## config.mk

```make
export PLATFORM = sky130hd
export DESIGN_NAME = dcc_channel
export DESIGN_NICKNAME = d
export VERILOG_FILES = /design/src/design/dcc_pkg.sv /design/src/design/dcc_channel.sv /design/src/design/dcc_quad_mixer.sv /design/src/design/dcc_pair_buffer.sv
export VERILOG_INCLUDE_DIRS = /design/src /design/src/design
export SDC_FILE = /design/constraint.sdc
export NUM_CORES = 1
export LEC_CHECK = 0
export ABC_AREA = 1
export BUFFER_PORTS_ARGS = -buffer_cell sky130_fd_sc_hd__buf_2
export CAP_MARGIN = 20
export CORE_MARGIN = 1
export CORE_UTILIZATION = 30
export DETAILED_ROUTE_END_ITERATION = 10
export PLACE_DENSITY = 0.51
export SKIP_LAST_GASP = 1
export SYNTH_ARGS = -nofsm -noshare
export SYNTH_HDL_FRONTEND = slang
export SYNTH_SLANG_ARGS = --single-unit
```

## constraint.sdc

```tcl
create_clock -name clk -period 3.8 [get_ports clk]
set_input_delay 0.57 -clock clk [delete_from_list [all_inputs] [get_ports clk]]
set_output_delay 0.57 -clock clk [all_outputs]
set_load 0.02 [all_outputs]
```

## src/design/dcc_cfg.svh

```systemverilog
`ifndef DCC_CFG_SVH
`define DCC_CFG_SVH
// ----------------------------------------
// register indexes (byte address = 4 * index)
// ----------------------------------------
`define DCC_IDX_PHOFF_TOP 10'h362
`define DCC_IDX_TEST_EN   10'h367
`define DCC_IDX_CTRL      10'h370
`define DCC_IDX_SRC       10'h371
`define DCC_IDX_INC0      10'h378
`define DCC_IDX_STAGES    10'h37E
`define DCC_IDX_RATIO     10'h37F
// ----------------------------------------
// field positions
// ----------------------------------------
`define DCC_BIT_TEST_Q    2
`define DCC_BIT_TEST_I    0
`define DCC_BIT_MIX       7
`define DCC_BIT_GAIN      6
`define DCC_BIT_IFM_HI    5
`define DCC_BIT_IFM_LO    4
`define DCC_BIT_C2R       3
`define DCC_BIT_DEC_HI    2
`define DCC_BIT_EXT_HI    7
`define DCC_BIT_EXT_LO    4
`define DCC_BIT_QSEL      2
`define DCC_BIT_ISEL      0
// ----------------------------------------
// reset values and levels
// ----------------------------------------
`define DCC_RST_PHOFF     8'h00
`define DCC_RST_TEST      8'h00
`define DCC_RST_CTRL      8'h00
`define DCC_RST_SRC       8'h05
`define DCC_RST_INC       48'h0000_0000_0000
`define DCC_TEST_LEVEL    16'h4000
`endif

```

## src/design/dcc_pkg.sv

```systemverilog
package dcc_pkg;
	typedef enum logic [1:0] {
		DCC_IF_VAR  = 2'h0,
		DCC_IF_ZERO = 2'h1,
		DCC_IF_FS   = 2'h2,
		DCC_IF_TEST = 2'h3
	} dcc_ifmode_t;
	typedef logic [5:0] dcc_ratio_t;
	typedef logic [5:0] dcc_stages_t;
endpackage

```

## src/design/dcc_channel.sv

```systemverilog
// Functional notes
// - second channel phase offset top byte, reset zero
// - Q test enable substitutes generator B samples
// - I test enable substitutes generator A samples
// - mixer bit zero means real mixing
// - gain bit doubles samples, else unity
// - IF mode picks variable, zero, fs, test
// - complex-to-real emits I only, extra mix
// - codes 000-010 give ratios 4, 8, 16
// - code 011 gives ratio 2 or 1
// - codes 100-110 give ratios 6, 12, 24
// - code 111 defers to extended field
// - extended code 0 gives ratio 48/24
// - extended 2, 3, 4 give 10, 20, 40
// - NCO adds 48-bit increment each sample in variable IF mode only
//
// Implementation choice: the Wishbone slave port.
`timescale 1ns/1ns
`include "dcc_cfg.svh"
module dcc_channel import dcc_pkg::*; #(
	parameter int W = 16
) (
	input  wire logic         clk,
	input  wire logic         rstn,
	input  wire logic         wb_cyc_i,
	input  wire logic         wb_stb_i,
	input  wire logic         wb_we_i,
	input  wire logic [11:0]  wb_adr_i,
	input  wire logic [31:0]  wb_dat_i,
	input  wire logic [3:0]   wb_sel_i,
	output logic      [31:0]  wb_dat_o,
	output logic              wb_ack_o,
	input  wire logic [W-1:0] ch3_i_in,
	input  wire logic [W-1:0] ch3_q_in,
	input  wire logic         ch3_in_valid,
	output logic              ch3_in_ready,
	output logic      [W-1:0] ch3_out_i,
	output logic      [W-1:0] ch3_out_q,
	output logic              ch3_out_valid,
	input  wire logic         ch3_out_ready,
	input  wire logic [W-1:0] ch2_i_in,
	input  wire logic [W-1:0] ch2_q_in,
	input  wire logic [W-1:0] test_a_in,
	input  wire logic [W-1:0] test_b_in,
	output logic      [W-1:0] ch2_i_out,
	output logic      [W-1:0] ch2_q_out,
	output logic      [7:0]   ch2_phase_offset_top
);
	// the fixed test level assumes sixteen-bit samples; the mixer saturation limits follow W
	if (W != 16) begin : g_bad_w
		$error("dcc_channel: test level needs W of 16");
	end

	// ----------------------------------------
	// register bus
	// ----------------------------------------
	logic [9:0]  idx;
	logic        req, wr;
	logic        i_test_ff, q_test_ff;
	logic [7:0]  ctrl_ff;
	logic [3:0]  ext_ff;
	logic        isel_ff, qsel_ff;
	logic [47:0] inc_ff;
	logic [31:0] nxt_dat;
	dcc_ratio_t  ratio;
	dcc_stages_t stages;

	assign idx = wb_adr_i[11:2];
	assign req = wb_cyc_i && wb_stb_i && !wb_ack_o;
	assign wr  = req && wb_we_i && wb_sel_i[0];

	always_ff @(posedge clk or negedge rstn) begin
		if (!rstn)
			wb_ack_o <= 1'b0;
		else
			wb_ack_o <= req;
	end

	always_ff @(posedge clk or negedge rstn) begin
		if (!rstn)
			ch2_phase_offset_top <= `DCC_RST_PHOFF;
		else if (wr && idx == `DCC_IDX_PHOFF_TOP)
			ch2_phase_offset_top <= wb_dat_i[7:0];
	end

	always_ff @(posedge clk or negedge rstn) begin
		if (!rstn) begin
			i_test_ff <= 1'(`DCC_RST_TEST >> `DCC_BIT_TEST_I);
			q_test_ff <= 1'(`DCC_RST_TEST >> `DCC_BIT_TEST_Q);
		end else if (wr && idx == `DCC_IDX_TEST_EN) begin
			i_test_ff <= wb_dat_i[`DCC_BIT_TEST_I];
			q_test_ff <= wb_dat_i[`DCC_BIT_TEST_Q];
		end
	end

	always_ff @(posedge clk or negedge rstn) begin
		if (!rstn)
			ctrl_ff <= `DCC_RST_CTRL;
		else if (wr && idx == `DCC_IDX_CTRL)
			ctrl_ff <= wb_dat_i[7:0];
	end

	always_ff @(posedge clk or negedge rstn) begin
		if (!rstn) begin
			ext_ff  <= 4'(`DCC_RST_SRC >> `DCC_BIT_EXT_LO);
			isel_ff <= 1'(`DCC_RST_SRC >> `DCC_BIT_ISEL);
			qsel_ff <= 1'(`DCC_RST_SRC >> `DCC_BIT_QSEL);
		end else if (wr && idx == `DCC_IDX_SRC) begin
			ext_ff  <= wb_dat_i[`DCC_BIT_EXT_HI:`DCC_BIT_EXT_LO];
			isel_ff <= wb_dat_i[`DCC_BIT_ISEL];
			qsel_ff <= wb_dat_i[`DCC_BIT_QSEL];
		end
	end

	for (genvar g = 0; g < 6; g++) begin : g_inc
		always_ff @(posedge clk or negedge rstn) begin
			if (!rstn)
				inc_ff[8*g +: 8] <= 8'(`DCC_RST_INC >> (8 * g));
			else if (wr && idx == `DCC_IDX_INC0 + 10'(g))
				inc_ff[8*g +: 8] <= wb_dat_i[7:0];
		end
	end

	// reserved bits read zero; unmapped indexes answer with zero
	always_comb begin
		nxt_dat = 32'h0000_0000;
		case (idx)
			`DCC_IDX_PHOFF_TOP: nxt_dat[7:0] = ch2_phase_offset_top;
			`DCC_IDX_TEST_EN: begin
				nxt_dat[`DCC_BIT_TEST_I] = i_test_ff;
				nxt_dat[`DCC_BIT_TEST_Q] = q_test_ff;
			end
			`DCC_IDX_CTRL:      nxt_dat[7:0] = ctrl_ff;
			`DCC_IDX_SRC: begin
				nxt_dat[`DCC_BIT_EXT_HI:`DCC_BIT_EXT_LO] = ext_ff;
				nxt_dat[`DCC_BIT_ISEL] = isel_ff;
				nxt_dat[`DCC_BIT_QSEL] = qsel_ff;
			end
			`DCC_IDX_STAGES:    nxt_dat[5:0] = stages;
			`DCC_IDX_RATIO:     nxt_dat[5:0] = ratio;
			default: begin
				if (idx >= `DCC_IDX_INC0 && idx < `DCC_IDX_INC0 + 10'h6)
					nxt_dat[7:0] = inc_ff[8 * 3'(idx - `DCC_IDX_INC0) +: 8];
			end
		endcase
	end

	always_ff @(posedge clk or negedge rstn) begin
		if (!rstn)
			wb_dat_o <= 32'h0000_0000;
		else if (req)
			wb_dat_o <= nxt_dat;
	end

	// ----------------------------------------
	// filter route and decimation ratio
	// ----------------------------------------
	// stage mask bits: fifth, third, hb4, hb3, hb2, hb1
	function automatic logic [11:0] route(input logic [2:0] p, input logic [3:0] e);
		case (p)
			3'h0:    route = {6'h03, 6'h04};
			3'h1:    route = {6'h07, 6'h08};
			3'h2:    route = {6'h0F, 6'h10};
			3'h3:    route = {6'h01, 6'h02};
			3'h4:    route = {6'h11, 6'h06};
			3'h5:    route = {6'h13, 6'h0C};
			3'h6:    route = {6'h17, 6'h18};
			default: begin
				case (e)
					4'h2:    route = {6'h21, 6'h0A};
					4'h3:    route = {6'h23, 6'h14};
					4'h4:    route = {6'h27, 6'h28};
					default: route = {6'h1F, 6'h30};
				endcase
			end
		endcase
	endfunction

	logic [11:0] rt;
	logic        c2r;
	dcc_ifmode_t ifm;

	assign c2r    = ctrl_ff[`DCC_BIT_C2R];
	assign ifm    = dcc_ifmode_t'(ctrl_ff[`DCC_BIT_IFM_HI:`DCC_BIT_IFM_LO]);
	assign rt     = route(ctrl_ff[`DCC_BIT_DEC_HI:0], ext_ff);
	assign stages = rt[11:6];
	assign ratio  = c2r ? (rt[5:0] >> 1) : rt[5:0];

	// ----------------------------------------
	// datapath
	// ----------------------------------------
	logic           accept, push;
	logic [47:0]    phase_ff;
	logic [1:0]     fs4_ff, quad;
	logic [5:0]     cnt_ff;
	dcc_ratio_t     ratio_ff;
	logic [W-1:0]   mix_a, mix_b, m1_i, m1_q, m2_i, m2_q, push_q;

	assign accept = ch3_in_valid && ch3_in_ready;
	assign mix_a  = (ifm == DCC_IF_TEST) ? `DCC_TEST_LEVEL : ch3_i_in;
	always_comb begin
		if (ifm == DCC_IF_TEST)
			mix_b = '0;
		else if (ctrl_ff[`DCC_BIT_MIX])
			mix_b = ch3_q_in;
		else
			mix_b = ch3_i_in;
	end
	// zero IF and fs IF both leave the carrier where it is
	assign quad = (ifm == DCC_IF_VAR) ? phase_ff[47:46] : 2'h0;

	always_ff @(posedge clk or negedge rstn) begin
		if (!rstn)
			phase_ff <= 48'h0000_0000_0000;
		else if (accept && ifm == DCC_IF_VAR)
			phase_ff <= phase_ff + inc_ff;
	end

	always_ff @(posedge clk or negedge rstn) begin
		if (!rstn)
			fs4_ff <= 2'h0;
		else if (accept)
			fs4_ff <= fs4_ff + 2'h1;
	end

	dcc_quad_mixer #(.W(W)) u_nco_mix (
		.a    (mix_a),
		.b    (mix_b),
		.quad (quad),
		.gain (ctrl_ff[`DCC_BIT_GAIN]),
		.y_i  (m1_i),
		.y_q  (m1_q)
	);

	dcc_quad_mixer #(.W(W)) u_real_mix (
		.a    (m1_i),
		.b    (m1_q),
		.quad (c2r ? fs4_ff : 2'h0),
		.gain (1'b0),
		.y_i  (m2_i),
		.y_q  (m2_q)
	);

	assign push_q = c2r ? '0 : m2_q;
	assign push   = accept && (cnt_ff >= ratio - 6'h1);

	// a ratio change restarts the phase of the decimator
	always_ff @(posedge clk or negedge rstn) begin
		if (!rstn) begin
			cnt_ff   <= 6'h00;
			ratio_ff <= 6'h04;
		end else begin
			ratio_ff <= ratio;
			if (ratio != ratio_ff)
				cnt_ff <= 6'h00;
			else if (push)
				cnt_ff <= 6'h00;
			else if (accept)
				cnt_ff <= cnt_ff + 6'h01;
		end
	end

	// the buffer full flag stalls the input, so a held output loses nothing
	dcc_pair_buffer #(.W(2 * W), .DEPTH(2)) u_buf (
		.clk       (clk),
		.rstn      (rstn),
		.in_valid  (push),
		.in_ready  (ch3_in_ready),
		.in_data   ({m2_i, push_q}),
		.out_valid (ch3_out_valid),
		.out_ready (ch3_out_ready),
		.out_data  ({ch3_out_i, ch3_out_q})
	);

	// ----------------------------------------
	// second channel output test substitution
	// ----------------------------------------
	always_ff @(posedge clk or negedge rstn) begin
		if (!rstn) begin
			ch2_i_out <= '0;
			ch2_q_out <= '0;
		end else begin
			ch2_i_out <= i_test_ff ? test_a_in : ch2_i_in;
			ch2_q_out <= q_test_ff ? test_b_in : ch2_q_in;
		end
	end
endmodule

```

## src/design/dcc_quad_mixer.sv

```systemverilog
`timescale 1ns/1ns
module dcc_quad_mixer import dcc_pkg::*; #(
	parameter int W = 16
) (
	input  wire logic signed [W-1:0] a,
	input  wire logic signed [W-1:0] b,
	input  wire logic        [1:0]   quad,
	input  wire logic                gain,
	output logic signed      [W-1:0] y_i,
	output logic signed      [W-1:0] y_q
);
	if (W < 4) begin : g_bad_w
		$error("dcc_quad_mixer: W too small");
	end

	logic signed [W+1:0] ai, bi, ri, rq;

	function automatic logic signed [W-1:0] sat(input logic signed [W+1:0] x);
		if (x > $signed({3'h0, {(W-1){1'b1}}}))
			sat = {1'b0, {(W-1){1'b1}}};
		else if (x < $signed({3'h7, {(W-1){1'b0}}}))
			sat = {1'b1, {(W-1){1'b0}}};
		else
			sat = x[W-1:0];
	endfunction

	// rotation by a quarter turn per step, exact except where negating the most negative value saturates, free of multipliers
	always_comb begin
		ai = {{2{a[W-1]}}, a};
		bi = {{2{b[W-1]}}, b};
		case (quad)
			2'h1: begin
				ri = bi;
				rq = -ai;
			end
			2'h2: begin
				ri = -ai;
				rq = -bi;
			end
			2'h3: begin
				ri = -bi;
				rq = ai;
			end
			default: begin
				ri = ai;
				rq = bi;
			end
		endcase
		y_i = sat(gain ? (ri <<< 1) : ri);
		y_q = sat(gain ? (rq <<< 1) : rq);
	end
endmodule

```

## src/design/dcc_pair_buffer.sv

```systemverilog
`timescale 1ns/1ns
module dcc_pair_buffer import dcc_pkg::*; #(
	parameter int W     = 32,
	parameter int DEPTH = 2
) (
	input  wire logic         clk,
	input  wire logic         rstn,
	input  wire logic         in_valid,
	output logic              in_ready,
	input  wire logic [W-1:0] in_data,
	output logic              out_valid,
	input  wire logic         out_ready,
	output logic      [W-1:0] out_data
);
	localparam int CW = $clog2(DEPTH + 1);
	if (DEPTH < 2 || W < 1) begin : g_bad_size
		$error("dcc_pair_buffer: bad size");
	end

	logic [W-1:0]  mem_ff [DEPTH];
	logic [CW-1:0] cnt_ff, nxt_cnt;
	logic          push, pop;

	assign push     = in_valid && in_ready;
	assign pop      = out_valid && out_ready;
	assign out_data = mem_ff[0];
	assign nxt_cnt  = CW'(cnt_ff + CW'(push) - CW'(pop));

	always_ff @(posedge clk or negedge rstn) begin
		if (!rstn) begin
			cnt_ff    <= '0;
			out_valid <= 1'b0;
			in_ready  <= 1'b0;
		end else begin
			cnt_ff    <= nxt_cnt;
			out_valid <= nxt_cnt != '0;
			in_ready  <= nxt_cnt != CW'(DEPTH);
		end
	end

	// shift toward the head so the output word always sits in entry 0
	for (genvar g = 0; g < DEPTH; g++) begin : g_ent
		always_ff @(posedge clk or negedge rstn) begin
			if (!rstn)
				mem_ff[g] <= '0;
			else if (pop) begin
				if (push && CW'(g + 1) == cnt_ff)
					mem_ff[g] <= in_data;
				else if (g < DEPTH - 1)
					mem_ff[g] <= mem_ff[(g < DEPTH - 1) ? g + 1 : g];
			end else if (push && CW'(g) == cnt_ff)
				mem_ff[g] <= in_data;
		end
	end
endmodule

```

======== Yosys cells after proc, flatten, opt, wreduce, memory -nomap -nowiden ========
Index checks and enable logic that the tools add are counted.
operators by class
  equality and inequality tests ........... 33
  reduce and logical (&&, ||, !) cells .... 32
  magnitude comparators ................... 11
  muxes and demuxes ....................... 40
  add/sub/neg operators ................... 11
  shift-type cells ........................ 1
operators by type and width
  kind                                                                             count
  16-bit 2-to-1 mux                                                                14
  18-bit one-hot mux with 3 select lines                                           4
  32-bit 2-to-1 mux                                                                5
  10-bit == test (second input constant)                                           12
  12-bit one-hot mux with 7 select lines                                           1
  18-bit by 16-bit > comparator with 1-bit output (second input constant)          4
  18-bit by 16-bit less-than comparator with 1-bit output (second input constant)  4
  16-bit negation with 18-bit output                                               4
  48-bit adder                                                                     1
  48-bit by 7-bit variable part select with 8-bit output                           1
  18-bit 2-to-1 mux                                                                2
  12-bit one-hot mux with 3 select lines                                           1
  6-bit 2-to-1 mux                                                                 4
  1-bit logical AND                                                                23
  1-bit one-hot mux with 6 select lines                                            2
  2-bit one-hot mux with 6 select lines                                            1
  2-bit == test (second input constant)                                            5
  10-bit greater-or-equal comparator (second input constant)                       1
  10-bit less-than comparator (second input constant)                              1
  1-bit one-hot mux with 5 select lines                                            2
  3-bit == test (second input constant)                                            3
  4-bit by 2-bit == test with 1-bit output (second input constant)                 2
  8-bit 2-to-1 mux                                                                 1
  2-bit one-hot mux with 4 select lines                                            1
  23 further kinds                                                                 29
word-level totals
  bits of input ports ..................... 151
  bits in registers ....................... 243

======== Depth between registers and ports, before layout ========
  depth after elaboration ................. 16
  depth in mapped cells ................... 38

======== By module ========
A second synthesis with hierarchy kept.
unflattened totals
  cell total of the unflattened synthesis .. 3,513
  area total of the unflattened synthesis .. 21,571.9 µm²
modules (own cells, without submodules)
  module           times used  area each (µm²)  cells an instance
  dcc_channel      1           12,628.4         1,955
  dcc_quad_mixer   2           2,413.6          502
  dcc_pair_buffer  1           4,116.4          554

======== Worst setup path after synthesis ========
OpenSTA, ideal clock, no wires.
  kind .................................... register to register
  start point ............................. register ctrl_ff[4]
  end point ............................... register u_buf.mem_ff, in the netlist u_buf.out_data[4]
  setup slack ............................. -0.185 ns
  library setup time ...................... 0.117 ns
  arrival ................................. 3.868 ns
  path buffers ............................ 4
  clock period less this slack ............ 3.985 ns
  cell stages (with the launch flop) ...... 36
  cells stage by stage .................... dfrtp_1 nand2_4 buf_12 nand2_2 nor2_4 inv_4 ha_1 nand2_1 nor2_4 nand4_2 nand3_1 nand2_1 nor2_2 nand3b_4 o21ai_2 buf_6 buf_6 nand2_1 inv_1 ha_1 inv_1 a21oi_2 nand2_1 nor2_4 nand2_1 nand3_1 nand2_1 nor2_4 nand3_2 nand2_4 buf_12 nand2_4 nand3_2 nand2_2 nand2_1 nand2_1
on the way
  cells in the longest elaborated chain, start to end .. 16
  elaborated cells between the ends (all ways) .. 33
  classes of those cells .................. 4 x add/sub; 6 x order compare; 4 x eq/ne; 18 x mux; 1 x reduce/logical
RTL lines
  what                                                              line                                                        RTL
  start, declared                                                   dcc_channel.sv:60                                           logic [7:0] ctrl_ff;
  start signal, assigned                                            dcc_channel.sv:98                                           ctrl_ff <= `DCC_RST_CTRL;
  start signal, assigned                                            dcc_channel.sv:100                                          ctrl_ff <= wb_dat_i[7:0];
  2-bit == test / 2-bit logical NOT (equally long branches)         dcc_channel.sv:200, dcc_channel.sv:202, dcc_channel.sv:210
  16-bit 2-to-1 mux, or another cell as far along                   dcc_channel.sv:202                                          if (ifm == DCC_IF_TEST)
  16-bit negation with 18-bit output, or another cell as far along  dcc_quad_mixer.sv:38, dcc_quad_mixer.sv:41
  18-bit one-hot mux with 3 select lines                            dcc_quad_mixer.sv:31                                        case (quad)
  18-bit 2-to-1 mux (on tied branches)                              dcc_quad_mixer.sv:50, dcc_quad_mixer.sv:49
  18-bit by 16-bit less-than comparator with 1-bit output           dcc_quad_mixer.sv:21                                        else if (x < $signed({3'h7, {(W-1){1'b0}}}))
  16-bit 2-to-1 mux                                                 dcc_quad_mixer.sv:21
  16-bit 2-to-1 mux                                                 dcc_quad_mixer.sv:19                                        if (x > $signed({3'h0, {(W-1){1'b1}}}))
  16-bit negation with 18-bit output (on tied branches)             dcc_quad_mixer.sv:38, dcc_quad_mixer.sv:34
  18-bit one-hot mux with 3 select lines (*)                        dcc_quad_mixer.sv:31
  18-bit by 16-bit less-than comparator with 1-bit output           dcc_quad_mixer.sv:21
  16-bit 2-to-1 mux                                                 dcc_quad_mixer.sv:21
  16-bit 2-to-1 mux (*)                                             dcc_quad_mixer.sv:19
  16-bit 2-to-1 mux (*)                                             dcc_channel.sv:244                                          assign push_q = c2r ? '0 : m2_q;
  32-bit 2-to-1 mux (on tied branches)                              dcc_pair_buffer.sv:51, dcc_pair_buffer.sv:47
  32-bit 2-to-1 mux (*)                                             dcc_pair_buffer.sv:46                                       else if (pop) begin
  end signal, assigned by index                                     dcc_pair_buffer.sv:48                                       mem_ff[g] <= in_data;
  end signal, assigned by index                                     dcc_pair_buffer.sv:50                                       mem_ff[g] <= mem_ff[(g < DEPTH - 1) ? g + 1 : g];
  end signal, assigned by index                                     dcc_pair_buffer.sv:52                                       mem_ff[g] <= in_data;
  end, declared                                                     dcc_pair_buffer.sv:20                                       logic [W-1:0] mem_ff [DEPTH];
Every way passes the cells marked *; elsewhere a longest branch is shown, timed or not. The select of a mux whose other input is x is not followed.
A chain may end at the register's enable or synchronous reset.

======== Worst setup path after layout ========
  start point ............................. register ctrl_ff[5]
  end point ............................... register u_buf.mem_ff, in the netlist u_buf.out_data[1]
The elaborated chain is that of the path after synthesis.

==> results.ini <==
[placed_design]
gp_congestion = 0.888
portBuffers = 204
preCtsSetupSlack_ns = -0.290
dpl_cell_area_sq_um = 23000
dp_hpwl_mm = 48.4

[die]
start_util_pct = 30.4
die-height_microns = 255
boundaryPins = 258
fp.dieW_microns = 255
rows = 92
dieArea_sq_um = 65000
fp.coreArea_sq_um = 63200

[setup_path]
timing.critical_path.mode_cell = nand2_2
critPathLaunch = ctrl_ff[5]$_DFFE_PN0P_
crit_family = simple AND/OR/NAND/NOR gates
rr_startpoint = ctrl_ff[5]$_DFFE_PN0P_
crit_buf_inv = 5
endpoint_kind = flip-flop
cpPeakStageDelay_ns = 0.47
slowest_stage = dfrtp_2
critPathKind = reg -> reg
worstPathRequired_ns = 4.26
crit_path_max_fanout = 14
critPathLaunchType = flip-flop
worstPathArrival_ns = 4.44

[route]
routed_wl_mm = 64.7
remaining_drc_errors = 0
vias = 19700
drtPass1Iterations = 6
ant_nets = 0
drt-initial-drc-count = 1208
viasPerCell = 4.75
wl_per_cell_microns = 15.6

[logic_synthesis]
ys_dominant_reg_cell = dfrtp_1
synth_top_cell_by_area = dfrtp_1
ys_seq_area_share_pct = 31.7
synth_adder_area_share_pct = 4.08
synth_top_cell_area_share_pct = 31.3
synthXorXnorAreaFrac_pct = 3.38
async_flop_share_pct = 100
yosysWarnings = 0
syn-cell-area_sq_um = 19200
synth_compound_area_share_pct = 15.0
synth_seq_cells = 243
synth_top_family_by_area = simple AND/OR/NAND/NOR gates
netlist_instances = 2838
synthSimpleGateAreaFrac_pct = 34.8
synth_mux_area_share_pct = 0.104
avgSynthCellArea_sq_um = 6.77
synth_area_leaders = dfrtp_1, nand2_1, nand3_1
yosysUniqueCellTypes = 64
synth_edf_count = 0

[pwr]
internal-power_mw = 6.84
switching_share_pct = 37.2
finalPower_mw = 10.9
p_sw_mw = 4.04
leakage_nw = 13.0
powerDensity_nw_per_um2 = 426
pwr-share-seq_pct = 30.4
p_clk_share_pct = 30.8
irDropWorstVdd_v = 0.000321
combPwrFrac_pct = 38.9

[sta]
max_freq_mhz = 251
tightestPinTransition_ns = 0.805
setup_ws_ns = -0.179
period_share_pct = 105
post-route-min-period_ns = 3.98
fin_setup_tns_ns = -7.72
hold_viol = 0
relSlewSlack_pct = 46.4
timing_max_transition_violations_final = 0
grt_setup_unrepaired = yes
clock_skew_ns = 0.0349
setup_viol_count_final = 60

[clocking]
clk_path_buf_depth = 3
htree_levels = 2
cts_made_buffers = 34
clk_latency_ns = 0.55
clkTransAtPathRegs_ns = 0.06
clock-root-buffer = clkbuf_16
cts_tree = done
hold_buffers = 0
clock_sinks = 243

[status]
status = complete, but fails checks
violations = setup timing

[grt]
grt_max_degree = 93
grt_overflow = 0
grt_pass1_vias = 19200
antenna_found_initial = 0
grt_util_all_layers_pct = 19.7
grt_pass1_wl_mm = 103

[cells_and_area]
area_growth_pct = 32.9
layout.nets = 3501
final_util_pct = 40.4
antennaDiodeCount = 0
drive_gt1_share_pct = 28.1
finalInstanceArea_sq_um = 25500

[flow_run]
cap_violations = 0

[worst_hold_path]
hold_path.class = in -> async

## cell families after synthesis
| family | after synthesis |
|---|---|
| and+or+nand+nor | 1495 |
| AOI/OAI and AO/OA | 492 |
| buffers and inverters | 469 |
| DFF | 243 |
| xor gates and xnor gates | 74 |
| adders and majority gates | 62 |
| muxes | 2 |
| other | 1 |
## timing repair
item | in CTS | in global routing
gates resized for setup | 44 | 224
pin swaps | 23 | 86
endpoints found under the setup margin | 69 | 79
setup buffers | 14 | 17
cloned | 1 | 6
## power by group through the flow
stage / sequential [mW] / clock [mW] / combinational [mW]
floorplan: 3.30 / 0 / 2.58
global placement: 3.33 / 0 / 3.83
detailed placement: 3.33 / 0 / 3.84
CTS: 3.29 / 3.43 / 3.93
global route: 3.36 / 3.54 / 4.75
finish: 3.31 / 3.35 / 4.23
## path summary, 6_finish.rpt
check	to	slack, ns	cells past startpoint
worst max register to register	u_buf.out_data[1]$_DFFE_PN0P_	-0.18	31
min in group clk	ch2_q_out[11]$_DFF_PN0_	0.21	3
max in group asynchronous	u_buf.out_data[24]$_DFFE_PN0P_	2.85	2
worst min register to register	phase_ff[0]$_DFFE_PN0P_	0.49	2
worst max-delay path	u_buf.out_data[1]$_DFFE_PN0P_	-0.18	31
worst min-delay path	ch2_q_out[11]$_DFF_PN0_	0.04	1
## sequential cells by signal, indices dropped and copies added (netlist names), 16 cells and up
name	cells
ch2_q_out	16
inc_ff	48
u_buf.out_data	32
u_buf.mem_ff	32
ch2_i_out	16
phase_ff	48
## synthesized netlist by cell type (19+ instances only)
master	n
nand2_1	935
inv_1	293
dfrtp_1	240
nand3_1	220
o21ai_0	211
nor2_1	158
a21oi_1	100
clkbuf_1	63
ha_1	61
buf_4	58
xor2_1	47
o211ai_1	30
a31oi_1	27
xnor2_1	27
a22oi_1	25
nand3_2	25
nand4_1	25
nand2_2	24
nor3_1	24
buf_2	21
o22ai_1	21
nand2_4	19
nor2_2	19
## metal layers
metal | vias up | wire length [microns] | global-route usage [%]
met2 | 333 | 31700 | 34.3
li1 | 10100 | - | -
met4 | 0 | 1690 | 5.75
met1 | 9204 | 29300 | 25.8
met5 | - | 0 | 0
met3 | 96 | 2010 | 2.00
## metrics by stage
stage | hold slack [ns] | std cells
6_report | 0.0397 | 4158
5_1_grt | 0.0733 | 4158
4_1_cts | 0.0438 | 4135
3_5_place_dp | 0.473 | 4060
3_3_place_gp | 0.469 | 4060
2_1_floorplan | 0.274 | 2861
## cell usage in the layout (no fill, tap or decap), types with 8 or more instances in the layout
master,count
o22ai_1,21
nand4_1,25
nor2_4,25
clkinv_1,9
a221oi_1,8
o21ai_1,23
xnor2_1,25
nand3_4,11
nand2_2,71
nand2_4,37
xor2_1,42
or2_2,10
nor2_2,26
nor2_1,138
clkbuf_1,8
o21ai_2,14
o211ai_1,30
buf_12,18
buf_2,203
clkbuf_8,8
ha_1,55
o2111ai_1,8
clkbuf_16,38
a31oi_1,25
o21ai_0,188
nand3_2,47
conb_1,24
inv_1,281
o21a_1,10
nand2_1,870
a22oi_2,18
nand3_1,192
buf_4,309
inv_2,19
dfrtp_1,236
nor3_1,21
a21oi_1,94
## cell type report
cell class	count	area, sq um
Fill cell	6601	37700
Multi-Input combinational cell	2151	12100
Sequential cell	243	6090
Timing Repair Buffer	545	3940
Inverter	313	1190
Tap cell	846	1060
Clock buffer	50	991
Clock inverter	10	180
No activity file was read; power rests on OpenSTA's default activity.
